===== src/core/indicator_pkg.sv =====
// package for the light curtain status indicator block
// assumes a single 10 MHz system clock and a classic wishbone register bus
package indicator_pkg;

    // ****************************************************************
    // timing
    // ****************************************************************
    localparam int CLK_PERIOD_NS = 100;
    localparam int FAST_HALF_NS = 50_000_000;
    localparam int FAST_HALF_CYCLES = FAST_HALF_NS / CLK_PERIOD_NS;
    localparam logic [4:0] PHASE_STEPS = 5'h14;
    localparam logic [4:0] SLOW_HALF_STEPS = 5'h0a;
    localparam logic [4:0] PHASE_LAST = 5'h13;

    // ****************************************************************
    // register map
    // ****************************************************************
    localparam logic [7:0] CTRL_OFFSET = 8'h00;
    localparam logic [7:0] STATUS_OFFSET = 8'h04;
    localparam logic [7:0] IRQ_STATUS_OFFSET = 8'h08;
    localparam logic [7:0] IRQ_MASK_OFFSET = 8'h0c;
    localparam logic [31:0] CTRL_RESET = 32'h0000_0001;
    localparam logic [4:0] IRQ_MASK_RESET = 5'h00;
    localparam int CTRL_ENABLE_BIT = 0;
    localparam int IRQ_BITS = 5;
    localparam int IRQ_INTERNAL_FAULT = 0;
    localparam int IRQ_EXTERNAL_FAULT = 1;
    localparam int IRQ_CHANNEL_CHANGE = 2;
    localparam int IRQ_TEACH_ERROR = 3;
    localparam int IRQ_CHANGEOVER = 4;

    // ****************************************************************
    // carriers
    // ****************************************************************
    typedef struct packed {
        logic safetyOutputA;
        logic safetyOutputB;
        logic weakSignal;
        logic internalFault;
        logic externalFault;
        logic restartInterlockEnabled;
        logic restartInterlockLocked;
        logic fieldClear;
        logic linkedEnable;
        logic upstreamOpen;
        logic upstreamChangeover;
        logic changeoverTwice;
        logic blankingTaught;
        logic mutingActive;
        logic teaching;
        logic mutingRestartReq;
        logic mutingOverride;
        logic teachError;
    } rx_state_type;

    typedef struct packed {
        logic red1;
        logic green1;
        logic yellow2;
        logic blue3;
    } lamp_type;

endpackage


===== src/core/status_indicator.sv =====
// status indicator logic of a safety light curtain receiver
// assumes receiver state inputs synchronous to clk_sys, classic wishbone master
// Behaviour
// - line a high and b low picks channel one; swapped picks channel two
// - lamp one steady red when safety outputs off and no fault pending
// - lamp one red flashes 1 Hz on external fault, 10 Hz on internal
// - lamp one green flashes 1 Hz when outputs on but signal weak
// - lamp one steady green when outputs on and signal adequate
// - lamp two dark unless interlock locked and releasable or upstream events
// - lamp two steady yellow when interlock locked but releasable
// - lamp two flashes yellow while upstream safety circuit is open
// - lamp two gives one or two yellow flashes on upstream changeover
// - lamp three dark while no special function is active
// - lamp three steady blue once blanking parameters are taught
// - lamp three flashes blue at 1 Hz while muting is active
// - lamp three short blue flashes on teaching, muting restart or override
// - lamp three flashes blue at 10 Hz on a teach error
//
// The Wishbone slave port and the placing of the registers were decided locally.
`timescale 1ns/100ps
module status_indicator #(
    parameter int FAST_HALF_CYCLES = indicator_pkg::FAST_HALF_CYCLES
) (
    // clock and reset
    input wire logic clk_sys,
    input wire logic rst,
    // wishbone slave
    input wire logic cyc_i,
    input wire logic stb_i,
    input wire logic we_i,
    input wire logic [7:0] adr_i,
    input wire logic [3:0] sel_i,
    input wire logic [31:0] dat_i,
    output logic [31:0] dat_o,
    output logic ack_o,
    // receiver state and supply lines
    input wire indicator_pkg::rx_state_type rxState,
    input wire logic supplyLineA,
    input wire logic supplyLineB,
    // indicator lamps, channel and interrupt
    output indicator_pkg::lamp_type lamps,
    output logic channelTwo,
    output logic supplyInvalid,
    output logic irq
);

    // ****************************************************************
    // flash timebase
    // ****************************************************************
    // one 50 ms step counter feeds every pattern so all lamps flash in phase
    logic [31:0] prescale;
    logic [4:0] phase;
    wire stepTick = (prescale == 32'(FAST_HALF_CYCLES - 1));
    wire phaseWrap = stepTick && (phase == indicator_pkg::PHASE_LAST);
    wire slowOn = (phase < indicator_pkg::SLOW_HALF_STEPS);
    wire fastOn = ~phase[0];
    wire shortOn = (phase == 5'h00);

    always_ff @(posedge clk_sys) begin
        if (rst) begin
            prescale <= 32'h0000_0000;
            phase <= 5'h00;
        end else begin
            prescale <= stepTick ? 32'h0000_0000 : prescale + 32'h0000_0001;
            if (stepTick) begin
                phase <= phaseWrap ? 5'h00 : phase + 5'h01;
            end
        end
    end

    // ****************************************************************
    // registers and bus decode
    // ****************************************************************
    logic [31:0] ctrl;
    logic [4:0] irqStatus;
    logic [4:0] irqMask;
    logic busy;
    wire request = cyc_i && stb_i && !ack_o;
    wire writeLow = request && we_i && sel_i[0];
    wire hitCtrl = (adr_i == indicator_pkg::CTRL_OFFSET);
    wire hitStatus = (adr_i == indicator_pkg::STATUS_OFFSET);
    wire hitIrqStatus = (adr_i == indicator_pkg::IRQ_STATUS_OFFSET);
    wire hitIrqMask = (adr_i == indicator_pkg::IRQ_MASK_OFFSET);
    wire enable = ctrl[indicator_pkg::CTRL_ENABLE_BIT];
    wire [31:0] statusWord = {24'h000000, supplyInvalid, channelTwo, busy, 1'b0, lamps};
    wire [31:0] readWord = hitCtrl ? ctrl :
                           hitStatus ? statusWord :
                           hitIrqStatus ? {27'h0000000, irqStatus} :
                           hitIrqMask ? {27'h0000000, irqMask} : 32'h0000_0000;

    always_ff @(posedge clk_sys) begin
        if (rst) begin
            ack_o <= 1'b0;
            dat_o <= 32'h0000_0000;
            ctrl <= indicator_pkg::CTRL_RESET;
            irqMask <= indicator_pkg::IRQ_MASK_RESET;
        end else begin
            ack_o <= request;
            dat_o <= request ? readWord : 32'h0000_0000;
            if (writeLow && hitCtrl) begin
                ctrl <= {31'h00000000, dat_i[indicator_pkg::CTRL_ENABLE_BIT]};
            end
            if (writeLow && hitIrqMask) begin
                irqMask <= dat_i[4:0];
            end
        end
    end

    // ****************************************************************
    // channel selection
    // ****************************************************************
    // an undefined polarity keeps the last channel and is flagged instead
    wire polarityOne = supplyLineA && !supplyLineB;
    wire polarityTwo = !supplyLineA && supplyLineB;
    wire next_channelTwo = polarityTwo ? 1'b1 : (polarityOne ? 1'b0 : channelTwo);

    always_ff @(posedge clk_sys) begin
        if (rst) begin
            channelTwo <= 1'b0;
            supplyInvalid <= 1'b0;
        end else begin
            channelTwo <= next_channelTwo;
            supplyInvalid <= !(polarityOne || polarityTwo);
        end
    end

    // ****************************************************************
    // counted changeover flashes
    // ****************************************************************
    // a request waits for the next period start so every flash is a full one
    logic pending;
    logic pendingTwice;
    logic [1:0] flashesLeft;
    wire startBurst = pending && phaseWrap && (flashesLeft == 2'h0);

    always_ff @(posedge clk_sys) begin
        if (rst) begin
            pending <= 1'b0;
            pendingTwice <= 1'b0;
            flashesLeft <= 2'h0;
        end else begin
            if (rxState.upstreamChangeover) begin
                pending <= 1'b1;
                pendingTwice <= rxState.changeoverTwice;
            end else if (startBurst) begin
                pending <= 1'b0;
            end
            if (startBurst) begin
                flashesLeft <= pendingTwice ? 2'h2 : 2'h1;
            end else if (phaseWrap && flashesLeft != 2'h0) begin
                flashesLeft <= flashesLeft - 2'h1;
            end
        end
    end
    assign busy = pending || (flashesLeft != 2'h0);

    // ****************************************************************
    // lamp pattern selection
    // ****************************************************************
    wire outputsOn = rxState.safetyOutputA && rxState.safetyOutputB;
    wire interlockReady = rxState.restartInterlockEnabled && rxState.restartInterlockLocked &&
                          rxState.fieldClear && rxState.linkedEnable;
    wire shortCause = rxState.teaching || rxState.mutingRestartReq || rxState.mutingOverride;
    // internal fault outranks external fault, which outranks the output states
    wire next_red1 = rxState.internalFault ? fastOn :
                     rxState.externalFault ? slowOn :
                     !outputsOn;
    wire next_green1 = !rxState.internalFault && !rxState.externalFault && outputsOn &&
                       (rxState.weakSignal ? slowOn : 1'b1);
    wire next_yellow2 = (flashesLeft != 2'h0) ? slowOn :
                        rxState.upstreamOpen ? slowOn :
                        interlockReady;
    wire next_blue3 = rxState.teachError ? fastOn :
                      shortCause ? shortOn :
                      rxState.mutingActive ? slowOn :
                      rxState.blankingTaught;

    always_ff @(posedge clk_sys) begin
        if (rst) begin
            lamps <= '0;
        end else begin
            lamps.red1 <= enable && next_red1;
            lamps.green1 <= enable && next_green1;
            lamps.yellow2 <= enable && next_yellow2;
            lamps.blue3 <= enable && next_blue3;
        end
    end

    // ****************************************************************
    // interrupts
    // ****************************************************************
    logic lastInternal;
    logic lastExternal;
    logic lastTeachError;
    wire [4:0] events = {rxState.upstreamChangeover,
                         rxState.teachError && !lastTeachError,
                         next_channelTwo != channelTwo,
                         rxState.externalFault && !lastExternal,
                         rxState.internalFault && !lastInternal};
    wire [4:0] clearBits = (writeLow && hitIrqStatus) ? dat_i[4:0] : 5'h00;
    wire [4:0] irqNext = (irqStatus & ~clearBits) | events;

    always_ff @(posedge clk_sys) begin
        if (rst) begin
            lastInternal <= 1'b0;
            lastExternal <= 1'b0;
            lastTeachError <= 1'b0;
            irqStatus <= 5'h00;
            irq <= 1'b0;
        end else begin
            lastInternal <= rxState.internalFault;
            lastExternal <= rxState.externalFault;
            lastTeachError <= rxState.teachError;
            // a new event in the clearing cycle survives the clear
            irqStatus <= irqNext;
            irq <= |(irqNext & irqMask);
        end
    end
endmodule


===== config.mk =====
export PLATFORM = sky130hd
export DESIGN_NAME = status_indicator
export DESIGN_NICKNAME = d
export VERILOG_FILES = /design/src/core/indicator_pkg.sv /design/src/core/status_indicator.sv
export SDC_FILE = /design/constraint.sdc
export NUM_CORES = 1
export LEC_CHECK = 0
export CAP_MARGIN = 25
export CORE_MARGIN = 10
export CORE_UTILIZATION = 57
export CTS_CLUSTER_DIAMETER = 50
export DETAILED_ROUTE_END_ITERATION = 10
export DONT_BUFFER_PORTS = 1
export PLACE_DENSITY = 0.75
export SLEW_MARGIN = 10
export SYNTH_ARGS = -nofsm -noshare
export SYNTH_HDL_FRONTEND = slang
export SYNTH_SLANG_ARGS = --single-unit

===== constraint.sdc =====
create_clock -name clk_sys -period 1.94 [get_ports clk_sys]
set_input_delay 0.388 -clock clk_sys [delete_from_list [all_inputs] [get_ports clk_sys]]
set_output_delay 0.388 -clock clk_sys [all_outputs]
set_load 0.01 [all_outputs]

# Word-level counts from Yosys, hierarchy flattened
# Index checks and enable logic that the tools add are counted.
[classes]
reduce_logical = 53
magnitude_cmp = 1
bitwise = 6
eq_ne = 6
n_mux = 21
n_addsub = 3
[op_table]
columns = ["cell", "n"]
rows = [
  ["$add A32 B1 Y32 const B", 1],
  ["$eq A32 B19 Y1 const B", 1],
  ["$logic_and A1 B1 Y1", 27],
  ["$mux W5", 4],
  ["$eq A8 B4 Y1 const B", 2],
  ["$mux W1", 13],
  ["$and A5 B5 Y5", 2],
  ["$logic_not A1 Y1", 10],
  ["$reduce_or A5 Y1", 2],
  ["$eq A8 B3 Y1 const B", 1],
  ["$logic_not A8 Y1", 1],
  ["$mux W8", 1],
  ["$mux W2", 3],
  ["$reduce_bool A2 Y1", 3],
  ["$add A5 B1 Y5 const B", 1],
  ["$eq A5 B5 Y1 const B", 1],
  ["$logic_not A5 Y1", 1],
  ["$lt A5 B4 Y1 const B", 1],
  ["$not A5 Y5", 1],
  ["$or A5 B5 Y5", 1],
  ["$logic_or A1 B1 Y1", 4],
  ["$reduce_or A2 Y1", 2],
  ["$reduce_or A4 Y1", 1],
  ["$reduce_or A3 Y1", 1],
  ["4 further kinds", 5],
]
[word_totals]
regBits = 95
input_bits = 69
word_cells = 113
out_inout_bits = 40

# Logic depth before layout (Yosys ltp)
# Gate-level depths: netlist of run 1.
[depth]
word_depth = 11
ltp_mapped = 10
depth_no_buf = 7

# Least setup slack after synthesis of run 1
# Ideal clock, no wire load.
[synth_timing]
kind = "input -> register"
start = "in adr_i[1]"
end = "reg irqMask[0]"
slack_ps = -78
required_ps = 1812
arrival_time_ps = 1891
path_stages = 5
setup_time_ps = 128
path_buffers = 0
path_cell_list = "or4_1 or3_1 nor3_4 mux2i_1 nor2_1"
[synth_via]
elab_chain_cells = 2
[synth_lines]
columns = ["item", "line_no", "text"]
rows = [
  ["start, declared", "status_indicator.sv:31", "input wire logic [7:0] adr_i,"],
  ["$eq A8 B4 Y1", "status_indicator.sv:83", "wire hitIrqMask = (adr_i == indicator_pkg::IRQ_MASK_OFFSET);"],
  ["$logic_and A1 B1 Y1", "status_indicator.sv:103", "if (writeLow && hitIrqMask) begin"],
  ["end signal, assigned", "status_indicator.sv:96", "irqMask <= indicator_pkg::IRQ_MASK_RESET;"],
  ["end signal, assigned", "status_indicator.sv:104", "irqMask <= dat_i[4:0];"],
  ["end, declared", "status_indicator.sv:76", "logic [4:0] irqMask;"],
]
# Every way passes these cells.
# A chain may end at the register's enable or synchronous reset.

# Final worst setup path of run 1
[layout_timing]
start = "reg prescale[21]"
end = "reg phase[2]"
[layout_via]
elab_chain_cells = 3
[layout_lines]
columns = ["item", "line_no", "text"]
rows = [
  ["start, declared", "status_indicator.sv:51", "logic [31:0] prescale;"],
  ["start signal, assigned", "status_indicator.sv:64", "prescale <= stepTick ? 32'h0000_0000 : prescale + 32'h0000_0001;"],
  ["$eq A32 B19 Y1 (*)", "status_indicator.sv:53", "wire stepTick = (prescale == 32'(FAST_HALF_CYCLES - 1));"],
  ["$logic_and A1 B1 Y1", "status_indicator.sv:54", "wire phaseWrap = stepTick && (phase == indicator_pkg::PHASE_LAST);"],
  ["$mux W5", "status_indicator.sv:66", "phase <= phaseWrap ? 5'h00 : phase + 5'h01;"],
  ["end signal, assigned", "status_indicator.sv:66", ""],
  ["end, declared", "status_indicator.sv:52", "logic [4:0] phase;"],
]
# Every way passes the cells marked *; elsewhere a longest branch is shown, timed or not.

==> results.toml, run 1 <==
[outcome]
outcome = "completed"

[global_routing]
antenna_found_initial = 0
grt_usage = 0.163
first_global_vias = 2913
grt_max_degree = 30
grt_overflow_total = 0
grt_pass1_wl_mm = 13.5

[clocking]
cts.sinks = 71
insertion_delay_ns = 0.35
cts_tree = "built"
clkTransAtPathRegs_ns = 0.08
ctsHoldBuffers = 0
ctsRootBufferMaster = "clkbuf_8"
clockBufferDepth = 2
htreeDepth = 3
cts_buffers = 9

[synth]
yosysUniqueCellTypes = 60
synth_edf_count = 0
synth_xor_area_frac = 0.0632
synth-simple-area-share = 0.280
syn_inst = 409
synth_top_family_by_area = "simple AND/OR/NAND/NOR gates"
synthAdderAreaFrac = 0.0208
ys_ff_latch = 71
synth_top_area_frac = 0.394
avgSynthCellArea_um2 = 8.82
synthTopCellsByArea = "dfxtp_1, nor2_1, buf_4"
yosysTopAreaCell = "dfxtp_1"
async_flop_share = 0
yosysSeqAreaShare = 0.394
syn_area_um2 = 3610
yosysWarnings = 0
synthMuxAreaShare = 0.0437
synth-compound-area-share = 0.0985
ys.flop_type = "dfxtp_1"

[timing]
timing.fmax_ghz = 0.516
hold_viol_final = 0
rsz0062_at_grt = "true"
min_period_over_period = 0.999
finalCriticalPeriod_ns = 1.94
slew_headroom = 0.637
fin_skew_ns = 0.0102
maxSlewViolCount = 0
tns_ns = 0
worst_slew_pin_slew_ns = 0.531
setup_violations = 0

[pwr]
power_switching_mw = 0.683
p_per_area_nw_per_um2 = 660
p_sw_frac = 0.253
p_int_mw = 2.02
clock_power_share = 0.388
p_seq_frac = 0.559
pwr-share-comb = 0.053
cellLeakagePower_nw = 1.58
ir_worst_vdd_mv = 0.547

[worst_setup_path]
r2r_cells = 6
crit_type = "flop to flop"
worstSetupEndpointType = "flop"
required_ns = 2.22
r2r_setup_slack_ns = 0.002
reg2reg_to = "phase[2]$_SDFFE_PP0P_"
crit_arrival_ns = 2.22
startpoint_type = "flop"
worstPathMaxFanout = 3
rr_startpoint = "prescale[21]$_SDFF_PP0_"

[placed_design]
hpwl_mm = 6.11
portBuffers = 0
finalWeightedCongestion = 0.865
placed_cell_area_um2 = 3780

[layout]
final_cell_area_um2 = 4090
final-seq-area_um2 = 1430
multi_input_area_um2 = 2000
syn_to_final_growth_pct = 13.4
fin_nets = 514
fillers = 494
drive_gt1_frac = 0.198
n_antenna_cell = 0

[worst_hold_path]
hp-class = "input pin to flop"
whs_path_depth = 1
hold_end = "prescale[14]$_SDFF_PP0_"
holdCritStartpoint = "rst"

[detailed_routing]
drcViolationCount = 0
dr.pass1.iters = 4
routedWlPerCell_um = 16.4
drtIter0Drc = 153
vias = 2989
viasPerCell = 5.76
wirelength_mm = 8.51
detail-route-antenna-nets = 0

[floorplanning]
die_y_um = 99.5
io_pins = 109
rows = 28
die_w_um = 99.5
initial_utilization = 0.598
coreArea_um2 = 6030
die-area_um2 = 9910

[run]
maxCapViolCount = 0
## registers in the layout, indices dropped and copies added, names as in the netlist, 2 cells and up
| name | flops |
|---|---|
| dat_o | 8 |
| prescale | 32 |
| flashesLeft | 2 |
| irqMask | 5 |
| phase | 5 |
| lamps | 4 |
| irqStatus | 5 |
## synth_stat cells, drive strengths merged, types with 11 or more instances
cell type and number:
a21oi 13, buf 34, dfxtp 71, inv 15, nand2 19, nand3 15, nand4 11, nor2 57
nor2b 11, nor4 13, o21ai 12, xnor2 16
## power groups by stage
| stage | Clock [mW] | Combinational (mW) | Sequential, mW |
|---|---|---|---|
| after floorplan | 0 | 0.162 | 1.54 |
| after global placement | 0 | 0.122 | 1.54 |
| after detailed placement | 0 | 0.126 | 1.54 |
| after CTS | 1.06 | 0.136 | 1.51 |
| after global routing | 1.12 | 0.163 | 1.51 |
| final | 1.05 | 0.144 | 1.51 |
## through the flow
step,hold WS [ns],setup WS (ns),utilization,total power [mW],cells
after floorplan,0.428,-0.0350,-,1.70,432
after global placement,0.442,-0.116,0.627,1.66,500
after detailed placement,0.451,-0.101,0.627,1.67,500
after CTS,0.0857,-0.0326,0.664,2.71,518
after global routing,0.0824,-0.0403,0.678,2.80,519
final,0.0931,0.00166,0.678,2.70,519
## worst max-delay path: stages, from the launching register on
cell and delay [ns]:
dfxtp_1 0.32, or4_4 0.55, nor4_4 0.30, buf_4 0.17
nand4_4 0.09, or3_4 0.33, a21oi_2 0.11
## worst max-delay path by stage
stage / start / to / slack, ns / cells past startpoint
final: prescale[21]$_SDFF_PP0_ / phase[2]$_SDFFE_PP0P_ / 0.002 / 6
after global routing: prescale[21]$_SDFF_PP0_ / phase[2]$_SDFFE_PP0P_ / -0.04 / 6
after global placement: adr_i[1] / dat_o[5]$_SDFF_PP0_ / -0.12 / 5
after CTS: prescale[14]$_SDFF_PP0_ / phase[2]$_SDFFE_PP0P_ / -0.03 / 6
after floorplan: adr_i[1] / irq$_SDFF_PP0_ / -0.04 / 5
after detailed placement: adr_i[1] / dat_o[5]$_SDFF_PP0_ / -0.10 / 5
## cell usage in the layout, fill, tap and decap left out, types with 3 or more instances in the layout
master      instances
nor4_2              3
conb_1             24
nand2b_1            5
nand3_1            14
buf_4              31
nor4_4              4
nor2b_1            11
nor3_1              9
a31oi_1             7
a21oi_1            12
a22oi_1             4
dfxtp_1            66
inv_1              15
mux2i_1             9
or3_1               6
and3_1              6
a21boi_0            4
dfxtp_2             5
clkinvlp_4          3
and4_1              4
and2_1              4
xor2_1             10
o21ai_0            11
ha_1                4
mux2_2              4
a41oi_1             3
nand3b_1            3
nand4_1            10
nand2_1            19
nor2_1             56
clkbuf_8            9
nor4_1              6
xnor2_1            16
## kinds of logic (layout without fill, tap and decap cells)
group / count (synthesis) / count (layout)
buffers and inverters: 55 / 67
AND/OR/NAND/NOR: 181 / 181
flip-flops: 71 / 71
other: 1 / 24
multiplexers: 14 / 14
XOR/XNOR: 26 / 26
AO/OA/AOI/OAI: 55 / 55
adder cells (fa/ha/maj): 6 / 6
## per-layer routing
layer,vias to the layer above,wire [um],global-route usage
met5,-,0,0
met4,0,108,0.0551
met3,10,793,0.0623
met2,112,4130,0.278
met1,1426,3480,0.182
li1,1441,-,-
## what timing repair did
item / 4_1_cts / 5_1_grt
buffers inserted: 1 / 0
gates resized for setup: 6 / 14
cloned: 1 / 1
pin swaps: 4 / 5
setup endpoints to repair: 29 / 34
## cell type report
class / instances / share of cell area
Inverter: 15 / 0.0138
Clock inverter: 6 / 0.0110
Tap cell: 75 / 0.0230
Multi-Input combinational cell: 306 / 0.489
Sequential cell: 71 / 0.349
Timing Repair Buffer: 36 / 0.0823
Clock buffer: 10 / 0.0312
No activity file was read; power rests on OpenSTA's default activity.
==> inputs of run 2 (changes only) <==
--- a/config.mk
+++ b/config.mk
@@ -11,8 +11,7 @@
 export CTS_CLUSTER_DIAMETER = 50
 export DETAILED_ROUTE_END_ITERATION = 10
 export DONT_BUFFER_PORTS = 1
-export PLACE_DENSITY = 0.75
-export SLEW_MARGIN = 10
+export PLACE_DENSITY = 0.83
 export SYNTH_ARGS = -nofsm -noshare
 export SYNTH_HDL_FRONTEND = slang
 export SYNTH_SLANG_ARGS = --single-unit
==> run 2 against run 1 <==
Design area decreased by 0.58%. The run now ends with setup timing left. Sequential power about the same. Total power increased by 6.0%. Via count decreased by 0.90%. Sequential share of layout area increased by 0.14 points. Largest cell class unchanged. Utilization decreased by 0.39 points. Clock power increased by 16%. Cell count decreased by 0.58%. Non-clock buffer count decreased by 3.
==> results.toml, run 2 (same netlist as run 1, synthesis figures left out) <==
[timing]
maxSlewViolCount = 0
setup_violations = 2
setup_ws_ns = -0.0202
finalCriticalPeriod_ns = 1.96
worst_slew_pin_slew_ns = 0.517
min_period_over_period = 1.01
slew_headroom = 0.654
fin_skew_ns = 0.0101
timing.fmax_ghz = 0.510
rsz0062_at_grt = "true"
hold_viol_final = 0

[placed_design]
hpwl_mm = 6.30
portBuffers = 0
placed_cell_area_um2 = 3780
finalWeightedCongestion = 0.824
place_ws_ns = -0.118

[global_routing]
grt_max_degree = 30
grt_usage = 0.173
antenna_found_initial = 0
grt_overflow_total = 0
grt_pass1_wl_mm = 14.3
first_global_vias = 2957

[worst_setup_path]
crit_type = "flop to flop"
path_cells = "or4_4, nor4_4, and3_4, buf_6, mux2_4, nor2_2"
worstSetupEndpointType = "flop"
slowest_stage = "or4_4"
slowest_delay_ns = 0.54
rr_startpoint = "prescale[24]$_SDFF_PP0_"
crit_arrival_ns = 2.27
startpoint_type = "flop"
worstPathMaxFanout = 6
required_ns = 2.25
critPathLaunch = "prescale[24]$_SDFF_PP0_"

[pwr]
p_per_area_nw_per_um2 = 705
ir_worst_vdd_mv = 0.756
p_seq_frac = 0.527
cellLeakagePower_nw = 1.55
p_int_mw = 2.15
pwr-share-comb = 0.045
power_switching_mw = 0.717
clock_power_share = 0.427
p_sw_frac = 0.251

[layout]
fillers = 497
largest_register_ffs = 32
largest-register = "prescale"
final_cell_area_um2 = 4060
final-seq-area_um2 = 1430
biggestRegsByFlops = "prescale x32, dat_o x8"
syn_to_final_growth_pct = 12.7
multi_input_area_um2 = 2010
n_antenna_cell = 0
final_common_cell = "dfxtp_1"
fin_nets = 511
drive_gt1_frac = 0.195
final_cell_mix = "dfxtp_1, nor2_1, buf_4, conb_1, nand2_1"

[outcome]
violations = "setup timing"
outcome = "complete, but fails checks"

[detailed_routing]
vias = 2962
detail-route-antenna-nets = 0
drcViolationCount = 0
dr.pass1.iters = 4
routedWlPerCell_um = 16.9
drtIter0Drc = 141
wirelength_mm = 8.74
viasPerCell = 5.74

[clocking]
post-cts-setup-buffers = 0
cts.sinks = 71
htreeDepth = 3
clkTransAtPathRegs_ns = 0.08
insertion_delay_ns = 0.36
cts_buffers = 9
ctsRootBufferMaster = "clkbuf_8"
cts_tree = "built"
ctsHoldBuffers = 0
clockBufferDepth = 2

[floorplanning]
die_w_um = 99.5
io_pins = 109
rows = 28
coreArea_um2 = 6030
die-area_um2 = 9910
initial_utilization = 0.598
die_y_um = 99.5

[run]
maxCapViolCount = 0

[worst_hold_path]
hp-class = "input pin to flop"
holdCritStartpoint = "rst"
## run 2: cell types whose count changed in the layout (fill, tap and decap cells not counted), sizes merged
cell      before  now
clkinvlp       3    0
buf           35   33
clkbuf        11    9
inv           16   18
bufinv         0    1
clkinv         2    3
## run 2: metal layers
layer  GRT usage  part of all wire  wire length (um)
met5           0                 0                 0
met4      0.0507             0.010                91
met3      0.0837             0.088               771
met2       0.298              0.51              4470
met1       0.182              0.39              3400
## run 2: power by group through the flow
stage,Combinational [mW],Clock (mW),Sequential [mW]
3_3_place_gp,0.119,0,1.54
5_1_grt,0.148,1.29,1.51
4_1_cts,0.127,1.24,1.51
2_1_floorplan,0.162,0,1.54
6_report,0.130,1.22,1.51
3_5_place_dp,0.125,0,1.54
## run 2: area by class of cell
cell class | count | area share
Multi-Input combinational cell | 306 | 0.494
Sequential cell | 71 | 0.351
Timing Repair Buffer | 33 | 0.0690
Clock buffer | 9 | 0.0305
Tap cell | 75 | 0.0231
Clock inverter | 7 | 0.0194
Inverter | 15 | 0.0139
## run 2: worst paths after layout
kind                            endpoint  slack [ns]  cells after the start
hold reg to reg   prescale[0]$_SDFF_PP0_        0.49                      1
setup / recovery   phase[0]$_SDFFE_PP0P_       -0.02                      6
hold / removal     phase[0]$_SDFFE_PP0P_        0.09                      1
setup reg to reg   phase[0]$_SDFFE_PP0P_       -0.02                      6
## run 2: timing repair
action,CTS,global route
pin swaps,3,16
setup endpoints to repair,4,37
resized for setup,3,22
## run 2: metrics by stage
stage               power (mW)   util  std cells  hold slack (ns)  setup TNS (ns)
finish                    2.86  0.674        516           0.0908         -0.0373
floorplan                 1.70      -        432            0.428          -0.124
global placement          1.66  0.627        500            0.440          -0.580
detailed placement        1.67  0.627        500            0.461          -0.955
CTS                       2.88  0.663        516           0.0705         -0.0182
global route              2.95  0.674        516           0.0662           -1.90
## run 2: worst max-delay path: cells and delay by family (launching register included)
family | cells | cell delay [ns]
flip-flops | 1 | 0.32
multiplexers | 1 | 0.30
AND/OR/NAND/NOR | 4 | 1.16
buffers and inverters | 1 | 0.12
